===== src/verilog/ddp_pkg.sv =====
package ddp_pkg;
    // memory type select
    localparam logic MODE_EDO = 1'b0;
    localparam logic MODE_SDR = 1'b1;
    // sdram command codes {ras_n, cas_n, we_n}
    localparam logic [2:0] SDR_NOP = 3'h7;
    localparam logic [2:0] SDR_ACTIVE = 3'h3;
    localparam logic [2:0] SDR_READ = 3'h5;
    localparam logic [2:0] SDR_WRITE = 3'h4;
    localparam logic [2:0] SDR_PRECHARGE = 3'h2;
    localparam logic [2:0] SDR_REFRESH = 3'h1;
    localparam logic [2:0] SDR_LOAD_MODE = 3'h0;
    // address field layout
    localparam int ADDR_W = 11;
    localparam int COL_W = 8;
    localparam int AP_BIT = 10;
    localparam int MODE_BA_BIT = 11;
    localparam int MODE_W = 12;
    localparam int DATA_W = 16;
    localparam int LANES = 2;
    // capacity codes: 0.5, 1, 2, 4 megabytes
    localparam logic [1:0] CAP_512K = 2'h0;
    localparam logic [1:0] CAP_1M = 2'h1;
    localparam logic [1:0] CAP_2M = 2'h2;
    localparam logic [1:0] CAP_4M = 2'h3;
    // reset values
    localparam logic [ADDR_W-1:0] ADDR_RST = 11'h000;
    localparam logic [1:0] STROBE_RST = 2'h3;
    // user command requests
    typedef enum logic [2:0] {
        DDP_REQ_NONE,
        DDP_REQ_ACTIVE,
        DDP_REQ_READ,
        DDP_REQ_WRITE,
        DDP_REQ_PRECHARGE,
        DDP_REQ_REFRESH,
        DDP_REQ_LOAD_MODE,
        DDP_REQ_SELF_REFRESH
    } ddp_req_t;
endpackage


===== src/verilog/ddp_clk_fwd.sv =====
`timescale 1ns/1ps
// forwarded memory clock, gated by clock enable
module ddp_clk_fwd
    import ddp_pkg::*;
(
    input wire logic i_ref_clk,
    input wire logic i_reset,
    input wire logic i_run,
    output logic o_clk
);
    // clock gated by enable
    always_ff @(posedge i_ref_clk or posedge i_reset) begin
        if (i_reset) begin
            o_clk <= 1'b0;
        end else if (i_run) begin
            o_clk <= ~o_clk;
        end else begin
            o_clk <= 1'b0;
        end
    end
endmodule


===== src/verilog/ddp_pins.sv =====
`timescale 1ns/1ps
// Overview of operation
// ACTIVE drives the full row address on all eleven address lines; the code clears row bits 10:9 for 512K parts and bit 10 for 1M parts.
// READ/WRITE put column on bits 7:0, bit 10 asks auto precharge.
// PRECHARGE drives bit 10 high for all banks, low for one.
// bank select names the bank of ACTIVE, READ, WRITE, PRECHARGE.
// mode register load puts value bit 12 on bank select; the code drives value bit 11 (MODE_BA_BIT).
// row strobes are EDO row strobes or SDRAM chip selects, active low.
// column strobes are EDO column strobes or SDRAM byte masks.
// mask blocks write byte, disables read byte; mask0 low byte.
// shared enable pin is EDO read enable or SDRAM clock enable.
// clock enable high to run; low with NOP gives power-down.
// SDRAM commands encoded on row, column, write strobes and select.
// write pin is EDO write strobe or SDRAM command input.
// clock enable gates forwarded clock; clock idle in EDO mode.
// sixteen-bit data path with 0.5, 1, 2 or 4 megabyte sizes.
// supports both SDRAM and one-cycle EDO memory.
// controller can put SDRAM into self refresh.
// static mode input selects meaning; unused pins held inactive.
module ddp_pins
    import ddp_pkg::*;
(
    input wire logic i_ref_clk,
    input wire logic i_reset,
    input wire logic i_mode_sdr,
    input wire logic [1:0] i_capacity,
    input wire logic i_req_valid,
    input wire ddp_req_t i_req,
    input wire logic i_req_chip,
    input wire logic i_req_bank,
    input wire logic [ADDR_W-1:0] i_req_row,
    input wire logic [COL_W-1:0] i_req_col,
    input wire logic i_req_auto_pre,
    input wire logic i_req_all_banks,
    input wire logic [MODE_W-1:0] i_req_mode_val,
    input wire logic [LANES-1:0] i_req_byte_en,
    input wire logic i_power_down,
    input wire logic [DATA_W-1:0] i_wr_data,
    input wire logic [DATA_W-1:0] i_mem_data_in,
    output logic [ADDR_W-1:0] o_mem_addr,
    output logic o_bank_sel,
    output logic [1:0] o_row_strobe_n,
    output logic [1:0] o_col_strobe_n,
    output logic o_oe_cke,
    output logic o_we_n,
    output logic o_cmd_row_strobe_n,
    output logic o_cmd_col_strobe_n,
    output logic o_mem_clock_out,
    output logic [DATA_W-1:0] o_mem_data_out,
    output logic [DATA_W-1:0] o_mem_data_oe,
    output logic [DATA_W-1:0] o_rd_data,
    output logic o_self_refresh
);
    logic [2:0] cmd_d;
    logic [ADDR_W-1:0] addr_d;
    logic ba_d;
    logic [1:0] cs_n_d;
    logic [1:0] mask_d;
    logic cke_d;
    logic cke_q;
    logic self_ref_q;
    logic rd_pend_q;
    logic wr_now;
    logic [ADDR_W-1:0] row_masked;

    // unused upper row bits cleared for small parts
    always_comb begin
        row_masked = i_req_row;
        if (i_capacity == CAP_512K) begin
            row_masked[AP_BIT:AP_BIT-1] = 2'h0;
        end else if (i_capacity == CAP_1M) begin
            row_masked[AP_BIT] = 1'b0;
        end
    end

    // command truth table, R1..R5 address and bank
    always_comb begin
        cmd_d = SDR_NOP;
        addr_d = ADDR_RST;
        ba_d = 1'b0;
        wr_now = 1'b0;
        if (i_req_valid) begin
            ba_d = i_req_bank;
            case (i_req)
                // full row address
                DDP_REQ_ACTIVE: begin
                    cmd_d = SDR_ACTIVE;
                    addr_d = row_masked;
                end
                // column, auto precharge
                DDP_REQ_READ: begin
                    cmd_d = SDR_READ;
                    addr_d[COL_W-1:0] = i_req_col;
                    addr_d[AP_BIT] = i_req_auto_pre;
                end
                DDP_REQ_WRITE: begin
                    cmd_d = SDR_WRITE;
                    addr_d[COL_W-1:0] = i_req_col;
                    addr_d[AP_BIT] = i_req_auto_pre;
                    wr_now = 1'b1;
                end
                // all-bank line
                DDP_REQ_PRECHARGE: begin
                    cmd_d = SDR_PRECHARGE;
                    addr_d[AP_BIT] = i_req_all_banks;
                end
                DDP_REQ_REFRESH, DDP_REQ_SELF_REFRESH: begin
                    cmd_d = SDR_REFRESH;
                end
                DDP_REQ_LOAD_MODE: begin
                    cmd_d = SDR_LOAD_MODE;
                    addr_d = i_req_mode_val[ADDR_W-1:0];
                    ba_d = i_req_mode_val[MODE_BA_BIT];
                end
                default: begin
                    cmd_d = SDR_NOP;
                end
            endcase
        end
    end

    // one chip select per request
    always_comb begin
        cs_n_d = STROBE_RST;
        if (i_req_valid && i_req != DDP_REQ_NONE) begin
            cs_n_d[i_req_chip] = 1'b0;
        end
        // masks high block lanes
        mask_d = ~i_req_byte_en;
    end

    // clock enable drops for power-down or self refresh
    always_comb begin
        cke_d = ~i_power_down & ~self_ref_q;
        if (i_req_valid && i_req == DDP_REQ_SELF_REFRESH) begin
            cke_d = 1'b0;
        end
    end

    always_ff @(posedge i_ref_clk or posedge i_reset) begin
        if (i_reset) begin
            self_ref_q <= 1'b0;
        end else if (i_mode_sdr && i_req_valid &&
                     i_req == DDP_REQ_SELF_REFRESH) begin
            // enter self refresh
            self_ref_q <= 1'b1;
        end else if (!i_power_down) begin
            self_ref_q <= 1'b0;
        end
    end

    always_ff @(posedge i_ref_clk or posedge i_reset) begin
        if (i_reset) begin
            cke_q <= 1'b0;
        end else begin
            cke_q <= i_mode_sdr & cke_d;
        end
    end

    // pins per mode; unused ones held inactive
    always_ff @(posedge i_ref_clk or posedge i_reset) begin
        if (i_reset) begin
            o_mem_addr <= ADDR_RST;
            o_bank_sel <= 1'b0;
            o_row_strobe_n <= STROBE_RST;
            o_col_strobe_n <= STROBE_RST;
            o_oe_cke <= 1'b1;
            o_we_n <= 1'b1;
            o_cmd_row_strobe_n <= 1'b1;
            o_cmd_col_strobe_n <= 1'b1;
        end else if (i_mode_sdr) begin
            o_mem_addr <= addr_d;
            // bank select
            o_bank_sel <= ba_d;
            // chip selects
            o_row_strobe_n <= cs_n_d;
            // byte masks
            o_col_strobe_n <= mask_d;
            // clock enable
            o_oe_cke <= cke_d;
            // command pins
            o_cmd_row_strobe_n <= cmd_d[2];
            o_cmd_col_strobe_n <= cmd_d[1];
            o_we_n <= cmd_d[0];
        end else begin
            // EDO one-cycle access: strobes follow request
            o_bank_sel <= 1'b0;
            o_cmd_row_strobe_n <= 1'b1;
            o_cmd_col_strobe_n <= 1'b1;
            o_mem_addr <= (i_req == DDP_REQ_ACTIVE) ? row_masked
                          : {3'h0, i_req_col};
            o_row_strobe_n <= cs_n_d;
            o_col_strobe_n <= (i_req_valid && (i_req == DDP_REQ_READ ||
                               i_req == DDP_REQ_WRITE)) ? mask_d
                              : STROBE_RST;
            // EDO read output enable
            o_oe_cke <= ~(i_req_valid && i_req == DDP_REQ_READ);
            // EDO write strobe
            o_we_n <= ~wr_now;
        end
    end

    // data bus drive per byte lane
    always_ff @(posedge i_ref_clk or posedge i_reset) begin
        if (i_reset) begin
            o_mem_data_out <= 16'h0000;
            o_mem_data_oe <= 16'h0000;
            rd_pend_q <= 1'b0;
            o_rd_data <= 16'h0000;
        end else begin
            o_mem_data_out <= i_wr_data;
            o_mem_data_oe <= {{8{wr_now & i_req_byte_en[1]}},
                              {8{wr_now & i_req_byte_en[0]}}};
            rd_pend_q <= i_req_valid && i_req == DDP_REQ_READ;
            if (rd_pend_q) begin
                o_rd_data <= i_mem_data_in;
            end
        end
    end

    always_ff @(posedge i_ref_clk or posedge i_reset) begin
        if (i_reset) begin
            o_self_refresh <= 1'b0;
        end else begin
            o_self_refresh <= self_ref_q;
        end
    end

    // forwarded clock runs only with clock enable in SDRAM mode
    ddp_clk_fwd u_clk (
        .i_ref_clk(i_ref_clk),
        .i_reset(i_reset),
        .i_run(cke_q),
        .o_clk(o_mem_clock_out)
    );
endmodule


===== config.mk =====
export PLATFORM = sky130hd
export DESIGN_NAME = ddp_pins
export DESIGN_NICKNAME = d
export VERILOG_FILES = /design/src/verilog/ddp_pkg.sv /design/src/verilog/ddp_clk_fwd.sv /design/src/verilog/ddp_pins.sv
export SDC_FILE = /design/constraint.sdc
export NUM_CORES = 1
export LEC_CHECK = 0
export BUFFER_PORTS_ARGS = -buffer_cell sky130_fd_sc_hd__buf_2
export CORE_MARGIN = 2
export CORE_UTILIZATION = 38
export DETAILED_ROUTE_END_ITERATION = 10
export PLACE_DENSITY = 0.78
export SLEW_MARGIN = 20
export SYNTH_ARGS = -nofsm -noshare
export SYNTH_HDL_FRONTEND = slang
export SYNTH_SLANG_ARGS = --single-unit

===== constraint.sdc =====
create_clock -name i_ref_clk -period 1.35 [get_ports i_ref_clk]
set_input_delay 0.0675 -clock i_ref_clk [delete_from_list [all_inputs] [get_ports i_ref_clk]]
set_output_delay 0.0675 -clock i_ref_clk [all_outputs]
set_load 0.05 [all_outputs]

==> metrics.txt <==
status=finished clean; Synth area leaders=sky130_fd_sc_hd__dfrtp_1, sky130_fd_sc_hd__dfstp_2, sky130_fd_sc_hd__mux2_2; type of element capturing the critical path=output port; remaining number of nets flagged by the antenna check after routing=0; overall die width=approximately 84 um; dominant delay contributor by cell family on the critical path=flip-flops; net count reported at finish=around 440; CP startpoint=o_we_n; critical-path maximum fanout=1; Pre-Repair DR Iteration Count=4; power density over cell area=~1300 nW/um^2; detailed router's first-iteration violation count=66; Final Max Tran Viols=0; total power=around 5.0 mW; Max rail drop VDD=810 uV; H-tree levels=3; Post-Place Worst Slack=149 ps; proportion of netlist area held by the largest area contributor=about 53%; Vias=2108; Netlist Area Pre-Place=2420 um^2; highest clock frequency the design can meet=855 MHz; fraction of final layout cells sized beyond drive strength 1=54.9%; Hold Vio Cnt, Final=0; synth unique cells=35; source-to-sink clock delay at the later pin of the worst-skew pair=around 320 ps; post-synthesis area per instance=13.4 um^2; post-layout util=60.0%; Die ar.=about 7000 um^2; CP max stage cell=sky130_fd_sc_hd__dfstp_2; shortest period the worst path allows=1170 ps; die extent in y=between 80 and 90 um; Yosys top cell by area=sky130_fd_sc_hd__dfrtp_1; share of the clock period used by the worst path after layout=86.7%; non-filler cells, final=441; launch instance of the worst min-delay path=i_req_valid; Final Worst Setup Slack=180 ps; async set or reset register ratio after synthesis=100%; global-route track usage on met3=4.55%; cells traversed along the worst timing path=buf_2; final hold slack=24.0 ps; largest stage delay on the critical path=530 ps; worst rel slew slack=67.7%; most used cells in the layout excluding fill and tap cells=sky130_fd_sc_hd__buf_2, sky130_fd_sc_hd__dfrtp_1, sky130_fd_sc_hd__dlygate4sd3_1; type of the worst setup path=reg -> out; initial antenna violation count=0; total routed wirelength=roughly 6.5 mm; classification of the worst-slack hold path=in -> reg; nature of the critical path startpoint=flip-flop; clock buffers created by TritonCTS=9; number of clock sinks seen by CTS=59; GP Congestion=0.798; starting density of the core=38.7%; cts hold-fix bufs=39; number of synthesized flops with an enable pin=0; flip-flop and latch count after synthesis=just under 60; GRT met1 Usage=22.8%; arrival time at the worst endpoint=about 1100 ps; sequential element share of the synthesized area=61.5%; primary flip-flop cell chosen by synthesis mapping=sky130_fd_sc_hd__dfrtp_1; Reg clk slew, reported paths=60 ps; Overall Global Routing Usage=a little under a fifth; post-CTS resize count=0; Yosys warning count=0; WP buf/inv=1; num ports=~150; critical path required time=~1300 ps; total placed instance area=~3200 um^2; number of global-route vias before repair=roughly 2100; Setup violations, final=0; fill cell count=511; via/cell ratio=4.78; unrepaired setup endpoints after global routing=no; actual slew at the worst max-slew pin=483 ps; leading cell type in the layout, fill and taps excluded=sky130_fd_sc_hd__buf_2; clock tree buffer depth=2; Max Cap Violations=0; met2 track demand over resource=a little under a third; number of setup buffers added after CTS=0; mean routed wirelength per cell=14.7 um; post-route standard cell area excluding fillers=around 3700 um^2; clock tree from TritonCTS=yes; Core Region=6240 um^2; worst-case clock skew=2.19 ps; DRC violations left=0; I/O Buffers=148; leakage dissipation=1.89 nW; post-detail-place hpwl=approximately 4.5 mm; pin count of the biggest net entering global routing=23; Post-Synthesis Net Count=259; Ant. Diodes=0; global routing's busiest layer=met2; total instance count after detailed placement=387; origin of the critical flop-to-flop path=rd_pend_q; Mapped Cells=180; total negative setup slack=0 ps; CTS root buffer=sky130_fd_sc_hd__clkbuf_8; wire length of the first global-routing pass=10.2 mm; num rows=29; total grt overflow=0; area added between synthesis and finish=55.0%
==> registers in the layout (all words and copies together) (netlist names) <==
| signal | flops |
|---|---|
| o_self_refresh | 1 |
| o_rd_data | 16 |
| rd_pend_q | 1 |
| o_oe_cke | 1 |
| o_we_n | 1 |
| o_mem_data_out | 16 |
| self_ref_q | 1 |
| o_col_strobe_n | 2 |
| o_cmd_row_strobe_n | 1 |
| o_row_strobe_n | 2 |
| o_mem_data_oe | 2 |
| u_clk.o_clk | 1 |
| cke_q | 1 |
| o_bank_sel | 1 |
| o_cmd_col_strobe_n | 1 |
| o_mem_addr | 11 |
==> per-layer routing <==
metal | routed length, um | vias to the layer above | part of all wire, %
li1 | - | 1001 | -
met2 | 3190 | 112 | 49
met4 | 142 | 0 | 2.2
met1 | 2730 | 979 | 42
met3 | 405 | 16 | 6.3
met5 | 0 | - | 0
==> cell families (layout without fill, tap and decap cells) <==
family / after synthesis / count (layout) / share of synthesized area, %
flip-flops: 59 / 59 / 61.5
multiplexers: 25 / 25 / 11.2
AO/OA/AOI/OAI: 31 / 31 / 9.32
buffers and inverters: 28 / 212 / 7.25
AND/OR/NAND/NOR: 37 / 37 / 10.7
==> report_power, final <==
part	internal, mW	leakage (nW)	switching (mW)
clock	0.941	0.0995	0.626
sequential	1.95	0.715	0.0679
combinational	0.430	1.08	0.938
total	3.32	1.89	1.63
==> path summary, 6_finish.rpt <==
path / endpoint / slack (ps) / cells after the start
max reg2reg: o_rd_data[0] / 310 / 2
min reg2reg: o_self_refresh / 410 / 0
min: o_we_n / 20 / 2
max: o_we_n / 180 / 1
max in group asynchronous: o_mem_addr[1] / 480 / 4
min in group asynchronous: cke_q / 310 / 3
==> layout make-up <==
cell class | instances | area [um^2] | share of cell area [%]
inverters | 2 | 11.3 | 0.301
clock buffers | 13 | 159 | 4.24
repair buffers | 195 | 1200 | 32.1
well taps | 77 | 96.3 | 2.57
flip-flops and latches | 59 | 1490 | 39.7
multi-input cells | 93 | 756 | 20.2
clock inverters | 2 | 35.0 | 0.935
==> synthesized netlist by cell type, drive strengths merged (3+ instances only) <==
library cell / n
dfstp: 8
clkbuf: 4
mux2i: 8
buf: 22
o22ai: 8
a221oi: 8
nor2b: 3
and4b: 8
mux2: 17
dfrtp: 51
nand3: 5
nand2: 7
nand4: 3
a21oi: 6
Power figures use the tool's default switching activity.
